--- config.mk ---
export PLATFORM = sky130hd
export DESIGN_NAME = iev_top
export DESIGN_NICKNAME = d
export VERILOG_FILES = /design/src/logic/iev_pkg.sv /design/src/logic/iev_fall_edge.sv /design/src/logic/iev_top.sv
export SDC_FILE = /design/constraint.sdc
export NUM_CORES = 1
export LEC_CHECK = 0
export BUFFER_PORTS_ARGS = -buffer_cell sky130_fd_sc_hd__buf_2
export CAP_MARGIN = 20
export CORE_UTILIZATION = 56
export DETAILED_ROUTE_END_ITERATION = 16
export PLACE_DENSITY = 0.83
export SLEW_MARGIN = 10
export SYNTH_ARGS = -nofsm -noshare
export SYNTH_HDL_FRONTEND = slang
export SYNTH_SLANG_ARGS = --single-unit
--- constraint.sdc ---
create_clock -name clk_sys -period 3.9 [get_ports clk_sys]
set_clock_uncertainty 0.15 [all_clocks]
set_input_delay 0.78 -clock clk_sys [delete_from_list [all_inputs] [get_ports clk_sys]]
set_output_delay 0.78 -clock clk_sys [all_outputs]
set_load 0.1 [all_outputs]
--- src/logic/iev_pkg.sv ---
package iev_pkg;

	// Register addresses on the plain register port
	localparam logic [7:0] IEV_ADDR_EN_MAIN = 8'hA8;
	localparam logic [7:0] IEV_ADDR_EN_EXT = 8'hB0;
	localparam logic [7:0] IEV_ADDR_EN_PERI = 8'hC0;
	localparam logic [7:0] IEV_ADDR_STATUS = 8'hC8;
	localparam logic [7:0] IEV_ADDR_MASK = 8'hD0;

	// Reset values
	localparam logic [7:0] IEV_EN_RESET = 8'h00;
	localparam logic [7:0] IEV_STAT_RESET = 8'h00;
	localparam logic [7:0] IEV_RDATA_IDLE = 8'h00;

	// Implemented bits of each enable register, reserved bits clear
	localparam logic [7:0] IEV_IMPL_MAIN = 8'hBF;
	localparam logic [7:0] IEV_IMPL_EXT = 8'h1F;
	localparam logic [7:0] IEV_IMPL_PERI = 8'h7F;

	// Global enable position in the main enable register
	localparam int IEV_GLOBAL_BIT = 7;

	// Status and mask layout
	localparam int IEV_ST_TAKEN = 0;
	localparam int IEV_ST_BLOCKED = 1;
	localparam int IEV_ST_RSVD_WR = 2;
	localparam logic [7:0] IEV_ST_IMPL = 8'h07;

	// Sources, numbered in vector order
	localparam int IEV_NSRC = 18;
	localparam int IEV_SRC_EXT6 = 15;

	// Vector address: base plus index times eight
	localparam logic [15:0] IEV_VEC_BASE = 16'h0003;
	localparam int IEV_VEC_SHIFT = 3;

	// Which enable register holds each source's bit
	typedef enum logic [1:0] {
		IEV_R_MAIN,
		IEV_R_EXT,
		IEV_R_PERI
	} iev_reg_e;

	localparam iev_reg_e IEV_EN_REG [IEV_NSRC] = '{
		IEV_R_MAIN, IEV_R_MAIN, IEV_R_MAIN, IEV_R_MAIN, IEV_R_MAIN,
		IEV_R_MAIN, IEV_R_PERI, IEV_R_PERI, IEV_R_PERI, IEV_R_EXT,
		IEV_R_EXT, IEV_R_EXT, IEV_R_PERI, IEV_R_PERI, IEV_R_EXT,
		IEV_R_EXT, IEV_R_PERI, IEV_R_PERI};

	localparam logic [2:0] IEV_EN_BIT [IEV_NSRC] = '{
		3'h0, 3'h1, 3'h2, 3'h3, 3'h4, 3'h5, 3'h5, 3'h4, 3'h6,
		3'h0, 3'h1, 3'h2, 3'h2, 3'h3, 3'h3, 3'h4, 3'h0, 3'h1};

	// Request lines, packed so that bit n is source n
	typedef struct packed {
		logic timer45_request;
		logic timer3_request;
		logic ext_pin6_unused;
		logic ext_pin5_request;
		logic serial_unit2_request;
		logic serial_unit1_request;
		logic ext_pin4_request;
		logic ext_pin3_request;
		logic ext_pin2_request;
		logic converter_done_request;
		logic freq_counter_request;
		logic watchdog_request;
		logic timer2_request;
		logic serial_port_request;
		logic timer1_request;
		logic ext_pin1_request;
		logic timer0_request;
		logic ext_pin0_request;
	} iev_req_s;

	// Register port from software
	typedef struct packed {
		logic [7:0] addr;
		logic [7:0] wdata;
		logic wr;
		logic rd;
	} iev_bus_s;

	// Vector offered to the core
	typedef struct packed {
		logic valid;
		logic [4:0] src;
		logic [15:0] addr;
	} iev_vec_s;

	typedef enum {
		IEV_IDLE,
		IEV_OFFER
	} iev_state_e;

endpackage

--- src/logic/iev_fall_edge.sv ---
`timescale 1ns/10ps
module iev_fall_edge (
	input wire logic clk_sys,
	input wire logic rst_b,
	input wire logic pin,
	input wire logic clear,
	output logic pending
);

	// Previous pin level; idles high so reset makes no edge
	logic pin_reg;
	// Latched edge request
	logic pend_reg;

	// Pin history
	always_ff @(posedge clk_sys or negedge rst_b) begin
		if (!rst_b) begin
			pin_reg <= 1'b1;
		end else begin
			pin_reg <= pin;
		end
	end

	// Only a high-to-low step sets; rising edges and low levels ignored
	// A new edge in the clear cycle wins, so no event is lost
	always_ff @(posedge clk_sys or negedge rst_b) begin
		if (!rst_b) begin
			pend_reg <= 1'b0;
		end else if (pin_reg && !pin) begin
			pend_reg <= 1'b1;
		end else if (clear) begin
			pend_reg <= 1'b0;
		end
	end

	assign pending = pend_reg;

endmodule

--- src/logic/iev_top.sv ---
`timescale 1ns/10ps
// Contract
// - Enable bit 0 blocks, 1 allows source
// - Taken only with global and own enable
// - Main bits 1,3,4,5: timers, serial, timer2
// - Pins 0,1 main; pins 2-6 second register
// - Main bit 6, second bits 7:5 reserved
// - Vectors from 0003H, 8-byte steps to 0043H
// - Vectors 004BH onward, timers 4/5 share 008BH
// - Third register: timer3,timer4,serial1,serial2,counter,watchdog,converter
module iev_top (
	input wire logic clk_sys,
	input wire logic rst_b,
	input iev_pkg::iev_bus_s bus,
	input iev_pkg::iev_req_s req,
	input wire logic ext_pin6_in,
	input wire logic [iev_pkg::IEV_NSRC-1:0] prio_high,
	input wire logic vec_ack,
	output logic [7:0] rdata,
	output iev_pkg::iev_vec_s vec,
	output logic irq
);
	import iev_pkg::*;

	// Enable registers, reserved bits never stored
	logic [7:0] en_main_reg;
	logic [7:0] en_ext_reg;
	logic [7:0] en_peri_reg;

	// Sticky event status and its mask
	// Both hold only the three implemented event bits
	logic [7:0] status_reg;
	logic [7:0] status_next;
	logic [7:0] mask_reg;

	// Read data, valid the cycle after the strobe
	// Zero outside that cycle so a stray sample reads nothing
	logic [7:0] rdata_reg;

	// Interrupt output flop
	// Registered so the core never sees a combinational glitch
	logic irq_reg;

	// Vector handshake state
	// Two states suffice: the core takes one offer at a time
	iev_state_e state_reg;
	iev_vec_s vec_reg;

	// Per-source terms
	// Index n is always source n in vector order
	logic [IEV_NSRC-1:0] req_vec;
	logic [IEV_NSRC-1:0] src_en;
	logic [IEV_NSRC-1:0] pending;
	logic [IEV_NSRC-1:0] hi_pending;
	logic [IEV_NSRC-1:0] choose_from;
	logic global_en;
	logic any_req;

	// Winner of the selection
	// Index fits five bits; eighteen sources in all
	logic [4:0] win_idx;
	logic win_valid;

	// Falling-edge latch for pin 6
	// The latch clears only when its vector is accepted
	logic ext6_pending;
	logic ext6_clear;

	// Event pulses
	// Taken and reserved-write last one cycle, blocked as long as its cause; the status register keeps them
	logic ev_taken;
	logic ev_blocked;
	logic ev_rsvd_wr;

	// Decoded writes
	// Read and write strobes never come together
	logic wr_main;
	logic wr_ext;
	logic wr_peri;
	logic wr_status;
	logic wr_mask;

	assign wr_main = bus.wr && (bus.addr == IEV_ADDR_EN_MAIN);
	assign wr_ext = bus.wr && (bus.addr == IEV_ADDR_EN_EXT);
	assign wr_peri = bus.wr && (bus.addr == IEV_ADDR_EN_PERI);
	assign wr_status = bus.wr && (bus.addr == IEV_ADDR_STATUS);
	assign wr_mask = bus.wr && (bus.addr == IEV_ADDR_MASK);

	// Pin 6 has no level mode; the edge latch is its only request
	iev_fall_edge u_ext6 (
		.clk_sys(clk_sys),
		.rst_b(rst_b),
		.pin(ext_pin6_in),
		.clear(ext6_clear),
		.pending(ext6_pending)
	);

	// Request vector in vector order; slot 15 comes from the edge latch
	// The raw field for slot 15 is ignored: pin 6 has no level mode
	always_comb begin
		req_vec = req;
		req_vec[IEV_SRC_EXT6] = ext6_pending;
	end

	// Global enable sits at the top of the main register
	// It gates every source, whatever its own bit says
	assign global_en = en_main_reg[IEV_GLOBAL_BIT];

	// Route each source to its own enable bit
	// Package tables pick register and bit, so no muxing at run time
	genvar gi;
	generate
		for (gi = 0; gi < IEV_NSRC; gi++) begin : g_src
			if (IEV_EN_REG[gi] == IEV_R_MAIN) begin : g_main
				// Pins 0,1, timers 0-2, serial port
				assign src_en[gi] = en_main_reg[IEV_EN_BIT[gi]];
			end else if (IEV_EN_REG[gi] == IEV_R_EXT) begin : g_ext
				// Pins 2 to 6
				assign src_en[gi] = en_ext_reg[IEV_EN_BIT[gi]];
			end else begin : g_peri
				// Timers 3/4, serial units, counter, watchdog, converter
				assign src_en[gi] = en_peri_reg[IEV_EN_BIT[gi]];
			end
			// A zero enable blocks, a one lets the request through
			assign pending[gi] = req_vec[gi] && src_en[gi]
				&& global_en;
		end
	endgenerate

	// Any enabled request while global enable is off counts as blocked
	// Lets software notice that it forgot the global bit
	assign any_req = |(req_vec & src_en);

	// High-priority group first; within a group lowest index wins
	assign hi_pending = pending & prio_high;
	assign choose_from = (|hi_pending) ? hi_pending : pending;

	// Lowest set bit gives the lowest vector address
	// Scan from the top so the last hit is the lowest index
	always_comb begin
		win_idx = 5'h00;
		win_valid = 1'b0;
		for (int i = IEV_NSRC - 1; i >= 0; i--) begin
			if (choose_from[i]) begin
				win_idx = 5'(i);
				win_valid = 1'b1;
			end
		end
	end

	// Vector address: base plus eight bytes per slot
	// Slot 17 lands on the entry shared by timers 4 and 5
	function automatic logic [15:0] vec_addr(input logic [4:0] idx);
		vec_addr = IEV_VEC_BASE + (16'(idx) << IEV_VEC_SHIFT);
	endfunction

	// Clear the pin 6 latch when its vector is accepted
	assign ext6_clear = (state_reg == IEV_OFFER) && vec_ack
		&& (vec_reg.src == 5'(IEV_SRC_EXT6));

	// Offer handshake: hold vector until the core acknowledges
	// Choice is frozen once offered, so a later request waits its turn
	always_ff @(posedge clk_sys or negedge rst_b) begin
		if (!rst_b) begin
			state_reg <= IEV_IDLE;
		end else begin
			unique case (state_reg)
				IEV_IDLE: begin
					// Start an offer as soon as a winner exists
					if (win_valid) begin
						state_reg <= IEV_OFFER;
					end
				end
				IEV_OFFER: begin
					// Back to idle on acknowledge
					if (vec_ack) begin
						state_reg <= IEV_IDLE;
					end
				end
			endcase
		end
	end

	// Vector register driven to the core
	// Fields load once per offer and stand until acknowledge
	always_ff @(posedge clk_sys or negedge rst_b) begin
		if (!rst_b) begin
			vec_reg <= '0;
		end else if (state_reg == IEV_IDLE && win_valid) begin
			vec_reg.valid <= 1'b1;
			vec_reg.src <= win_idx;
			vec_reg.addr <= vec_addr(win_idx);
		end else if (state_reg == IEV_OFFER && vec_ack) begin
			vec_reg.valid <= 1'b0;
		end
	end

	// Event pulses feeding the sticky status
	assign ev_taken = (state_reg == IEV_OFFER) && vec_ack;
	assign ev_blocked = any_req && !global_en;
	// Flag software that sets a reserved enable bit
	assign ev_rsvd_wr = (wr_main && |(bus.wdata & ~IEV_IMPL_MAIN))
		|| (wr_ext && |(bus.wdata & ~IEV_IMPL_EXT))
		|| (wr_peri && |(bus.wdata & ~IEV_IMPL_PERI));

	// Main enable register; reserved bit 6 dropped
	// Writes land at the strobe edge; no read-modify-write here
	always_ff @(posedge clk_sys or negedge rst_b) begin
		if (!rst_b) begin
			en_main_reg <= IEV_EN_RESET;
		end else if (wr_main) begin
			en_main_reg <= bus.wdata & IEV_IMPL_MAIN;
		end
	end

	// Second enable register; bits 7:5 dropped
	always_ff @(posedge clk_sys or negedge rst_b) begin
		if (!rst_b) begin
			en_ext_reg <= IEV_EN_RESET;
		end else if (wr_ext) begin
			en_ext_reg <= bus.wdata & IEV_IMPL_EXT;
		end
	end

	// Third enable register; bit 7 dropped
	always_ff @(posedge clk_sys or negedge rst_b) begin
		if (!rst_b) begin
			en_peri_reg <= IEV_EN_RESET;
		end else if (wr_peri) begin
			en_peri_reg <= bus.wdata & IEV_IMPL_PERI;
		end
	end

	// Sticky status: write one clears, a same-cycle event wins
	always_comb begin
		status_next = status_reg;
		if (wr_status) begin
			status_next = status_reg & ~bus.wdata;
		end
		status_next[IEV_ST_TAKEN] = status_next[IEV_ST_TAKEN] | ev_taken;
		status_next[IEV_ST_BLOCKED] = status_next[IEV_ST_BLOCKED]
			| ev_blocked;
		status_next[IEV_ST_RSVD_WR] = status_next[IEV_ST_RSVD_WR]
			| ev_rsvd_wr;
	end

	// Status register
	// Unimplemented bits are masked off on every cycle
	always_ff @(posedge clk_sys or negedge rst_b) begin
		if (!rst_b) begin
			status_reg <= IEV_STAT_RESET;
		end else begin
			status_reg <= status_next & IEV_ST_IMPL;
		end
	end

	// Mask register, same layout as status
	// A masked event still sets its status bit
	always_ff @(posedge clk_sys or negedge rst_b) begin
		if (!rst_b) begin
			mask_reg <= IEV_STAT_RESET;
		end else if (wr_mask) begin
			mask_reg <= bus.wdata & IEV_ST_IMPL;
		end
	end

	// Level interrupt; lags the status by one cycle, kept as a flop
	always_ff @(posedge clk_sys or negedge rst_b) begin
		if (!rst_b) begin
			irq_reg <= 1'b0;
		end else begin
			irq_reg <= |(status_reg & mask_reg);
		end
	end

	// Read data for one cycle after the read strobe, zero otherwise
	// Unmapped addresses read zero; reserved bits read zero
	always_ff @(posedge clk_sys or negedge rst_b) begin
		if (!rst_b) begin
			rdata_reg <= IEV_RDATA_IDLE;
		end else if (bus.rd) begin
			unique case (bus.addr)
				IEV_ADDR_EN_MAIN: rdata_reg <= en_main_reg;
				IEV_ADDR_EN_EXT: rdata_reg <= en_ext_reg;
				IEV_ADDR_EN_PERI: rdata_reg <= en_peri_reg;
				IEV_ADDR_STATUS: rdata_reg <= status_reg;
				IEV_ADDR_MASK: rdata_reg <= mask_reg;
				default: rdata_reg <= IEV_RDATA_IDLE;
			endcase
		end else begin
			rdata_reg <= IEV_RDATA_IDLE;
		end
	end

	// Outputs straight from flops
	// No logic between these flops and the pins
	assign rdata = rdata_reg;
	assign vec = vec_reg;
	assign irq = irq_reg;

endmodule

Word-level counts from Yosys, hierarchy flattened
Cells that the tools add are included.

word-level totals
  latch bits = 0
  output and inout port bits = 31
  memories = 0
  bits in read-only memories = 0
  bits in registers = 90
  bits in writable memories = 0

cells by class
  reductions and logical operators = 62
  bitwise operators = 8
  $lt $le $gt $ge = 0
  $add $sub $neg = 1
  eq/ne operators = 10
  multipliers = 0
  shifts and indexed selects = 0
  div/mod/pow operators = 0
  mux-type cells = 47

operators by type and width
  cell                 number
  $mux 5               18
  $logic_not 32->1     2
  $mux 32              2
  $pmux 32 s2          1
  $logic_and 1x1->1    49
  $eq 8x8->1 const B   5
  $pmux 8 s5           1
  $and 18x18->18       2
  $reduce_or 18->1     2
  $eq 32x1->1 const B  1
  $eq 32x2->1 const B  1
  $mux 1               22
  $mux 18              1
  $add 2x8->9 const A  1
  $mux 8               1
  $reduce_or 8->1      1
  $and 3x3->3          2
  $eq 5x4->1 const B   1
  $ne 2x2->1 const B   2
  $reduce_bool 2->1    2
  $mux 3               1
  $not 3->3            1
  $or 1x1->1           3
  $reduce_or 3->1      1
  other kinds (3)      5

Logic depth before layout (Yosys ltp)
  depth in word-level cells = 25
  depth in mapped cells = 11
  depth with buffers taken out = 8

By module
Synthesis repeated with hierarchy kept, for this count alone.

second synthesis, totals
  cells, all modules = 299
  area total of the unflattened synthesis = 2,792.7 um2

modules (own cells, without submodules)
  module         cells an instance  area an instance (um2)  instances
  iev_top        294                2,721.4                 1
  iev_fall_edge  5                  71.3                    1

Worst setup path before layout
OpenSTA, ideal clock, no wires.

  path kind = input-to-reg
  start = input port prio_high[1] in the netlist's numbering
  end = register vec_reg, in the netlist vec[18]
  cell stages on the path = 8
  setup slack = 962 ps
  data required time = 3,624 ps
  library setup time = 126 ps
  data arrival time = 2,661 ps
  cell sequence = and3_2 or4_4 nor3_4 buf_6 a21oi_1 o211ai_2 o41a_4 mux2_4

on the way
  longest elaborated chain between the ends = 22
  elaborated cells between the ends (all ways) = 39
  those cells by class = 36 x mux; 1 x bitwise; 2 x reduce/logical

ends and longest elaborated chain
  what                   line            RTL
  start: declaration     iev_top.sv:17   input wire logic [iev_pkg::IEV_NSRC-1:0] prio_high,
  $and 18x18->18 (*)     iev_top.sv:135  assign hi_pending = pending & prio_high;
  $reduce_or 18->1       iev_top.sv:136  assign choose_from = (|hi_pending) ? hi_pending : pending;
  $mux 18 (*)            iev_top.sv:136
  $mux 1 (18 in series)  iev_top.sv:144  if (choose_from[i]) begin
  $logic_and 1x1->1      iev_top.sv:189  end else if (state_reg == IEV_IDLE && win_valid) begin
  end: declaration       iev_top.sv:47   iev_vec_s vec_reg;

Every way passes the cells marked *; elsewhere a longest branch is shown, timed or not.
A chain may end at the register's enable or synchronous reset.

Worst setup path after layout
  start = register en_main_reg[7]
  end = register vec_reg, in the netlist vec[16]

on the way
  longest elaborated chain between the ends = 23
  elaborated cells between the ends (all ways) = 58
  those cells by class = 37 x mux; 1 x bitwise; 20 x reduce/logical

ends and longest elaborated chain
  what                      line            RTL
  start: declaration        iev_top.sv:26   logic [7:0] en_main_reg;
  start signal: assignment  iev_top.sv:212  en_main_reg <= bus.wdata & IEV_IMPL_MAIN;
  $logic_and 1x1->1         iev_top.sv:126  && global_en;
  $and 18x18->18            iev_top.sv:135
  $reduce_or 18->1          iev_top.sv:136
  $mux 18 (*)               iev_top.sv:136
  $mux 1 (18 in series)     iev_top.sv:144
  $logic_and 1x1->1         iev_top.sv:189

Marked as above.

==> flow_summary.toml <==
[outcome]
outcome = "finished, final reports clean"

[cts]
cts_resized = 0
cts_tree = "yes"
clk_path_buf_depth = 2
cts_made_buffers = 5
htree_levels = 2
cts.sinks = 44
clk_pin_slew_ns = 0.08
clkLatencyLatePin_ns = 0.30
cts_setup_buffers = 0
cts-root-buf = "clkbuf_8"
cts_hold_buf = 0

[die]
dieArea_um2 = 5430
die_x_um = 73.7
io_pins = 89
dieHeight_um = 73.7
initial_core_util = 0.594
core-area_um2 = 4850
row_count = 25

[route]
drt-total-wl_mm = 8.37
drt_pass1_iterations = 5
ant_nets = 0
wl_per_cell_um = 18.5
num_vias = 2835
vias_per_cell = 6.26
first_iter_violations = 183
remaining_drc_errors = 0

[sta]
period_minus_slack_ns = 3.47
hold_violations = 0
rsz0062_at_grt = "no"
tns_ns = 0
setup_viol = 0
max_slew.worst_pin.slew_ns = 0.965
relSlewSlack = 0.357
max_freq_mhz = 288
fin_crit_sh = 0.890
slew_viol_final = 0

[power_and_ir_drop]
vdd_drop_max_mv = 0.335
power_leakage_nw = 1.68
total_power_mw = 1.31
powerDensity_nw_per_um2 = 390

[cells_and_area]
largest_reg_flops = 8
n_antenna_cell = 0
stdcell_count = 453
final_core_util = 0.693
fillCellCount = 400
nNetsFinal = 443
syn2layout_area_growth_pct = 16.6
multiInputGateArea_um2 = 1600
drive_gt1_frac = 0.355
seqCellArea_um2 = 1100

[global_route]
grt_pass1_vias = 2627
grtUsageTotal = 0.324
antenna_found_initial = 0
gr-total-overflow = 0
grt_max_degree = 45
grt_pass1_wl_mm = 12.8

[worst_setup_path]
critPathLaunchType = "flip-flop"
cp.arrival_ns = 3.49
worstSetupStartpoint = "en_main_reg[7]$_DFFE_PN0P_"
crit_type = "flip-flop to flip-flop"
worst_setup_path_end_kind = "flip-flop"
r2r-start = "en_main_reg[7]$_DFFE_PN0P_"
cp_max_fo = 21
cp.required_ns = 3.92

[logic_synthesis]
synth-seq-cells = 44
async_flop_share = 1.00
synth.cell_area_um2 = 2880
seq_area_frac_synth = 0.383
synth.avg_cell_area_um2 = 9.41
synth_common_cells = "43 x dfrtp_1, 41 x nand2_1, 22 x mux2_2"
synth.most_common_cell = "dfrtp_1"
synth_cell_types = 66
synth_cells = 306
synthTopCellsByArea = "dfrtp_1 37%, mux2_2 8.6%, nand2_1 5.3%"
synth_top_area_frac = 0.374
synth-edff-count = 0
ys.flop_type = "dfrtp_1"
yosysWarnings = 0
yosysTopAreaCell = "dfrtp_1"

[min_path]
hp-class = "flip-flop to flip-flop"
min_from = "vec[1]$_DFFE_PN0P_"

[placed_design]
dp_hpwl_mm = 6.69
finalWeightedCongestion = 0.913
port_buffers = 78
dp_cells = 445

[job]
maxCapViolations = 0
-- through the flow --
stage	worst slack (ns)	hold WS (ns)	instance area, µm²
3_5_place_dp	0.370	0.324	3270
3_3_place_gp	0.385	0.314	3270
2_1_floorplan	0.962	0.317	2910
5_1_grt	0.232	0.363	3360
4_1_cts	0.508	0.343	3360
6_report	0.429	0.341	3360
-- kinds of logic (layout without fill, tap and decap cells) --
logic type	after synthesis	count (layout)	share of synthesized area
buffers and inverters	31	103	0.0721
flip-flops	44	44	0.383
other	1	9	0.00130
AND/OR/NAND/NOR	118	118	0.223
AO/OA/AOI/OAI	88	88	0.226
multiplexers	24	24	0.0947
-- routing by layer --
layer	GRT usage	share of wire
met1	0.402	0.41
met2	0.565	0.50
met3	0.0576	0.070
met4	0.113	0.020
met5	0	0
-- worst max-delay path, cell delays in order (launching register included) --
cell and delay (ns):
dfrtp_1 0.66, nand4_1 0.34, nand4_1 0.18, nor4_4 0.75, buf_4 0.26, nand2_1 0.19, o221ai_1 0.29, a21oi_1 0.08
o221ai_1 0.29, a31oi_1 0.14
-- report_power, final --
part / switching (mW) / internal [mW]
registers: 0.0468 / 0.496
logic: 0.392 / 0.0920
clock network: 0.156 / 0.127
-- placed cells by master (no fill, tap or decap), types with 2 or more instances in the layout --
cell type / count
o211ai_1: 2
conb_1: 9
a22oi_1: 10
buf_4: 8
clkbuf_8: 5
o31ai_1: 3
and2_1: 2
o22ai_1: 3
nand2b_1: 3
nand3_1: 13
a21boi_0: 2
a21oi_1: 18
o21ai_0: 13
and3_1: 4
nor2_1: 17
a222oi_1: 6
nand3_2: 2
nor4_1: 2
buf_2: 78
a211oi_1: 2
nand4_1: 16
and3_2: 3
nand2_1: 41
mux2_2: 22
o221ai_1: 3
dfrtp_1: 43
o21bai_1: 2
a31oi_1: 5
inv_1: 9
a31o_2: 2
-- area by class of cell --
type | count | share of cell area
timing repair buffer | 86 | 0.134
inverter | 9 | 0.0101
clock buffer | 6 | 0.0216
tap | 67 | 0.0250
sequential | 44 | 0.328
multi-input combinational | 239 | 0.476
clock inverter | 2 | 0.00484
-- final timing paths --
kind,cells after the start,slack (ns),to
hold reg to reg,1,0.34,vec[1]$_DFFE_PN0P_
setup / recovery,9,0.43,vec[16]$_DFFE_PN0P_
min in group asynchronous,1,0.47,vec[19]$_DFFE_PN0P_
hold / removal,1,0.34,vec[1]$_DFFE_PN0P_
max in group asynchronous,1,2.52,rdata[7]$_DFF_PN0_
setup reg to reg,9,0.43,vec[16]$_DFFE_PN0P_
No activity file was read; power rests on OpenSTA's default activity.
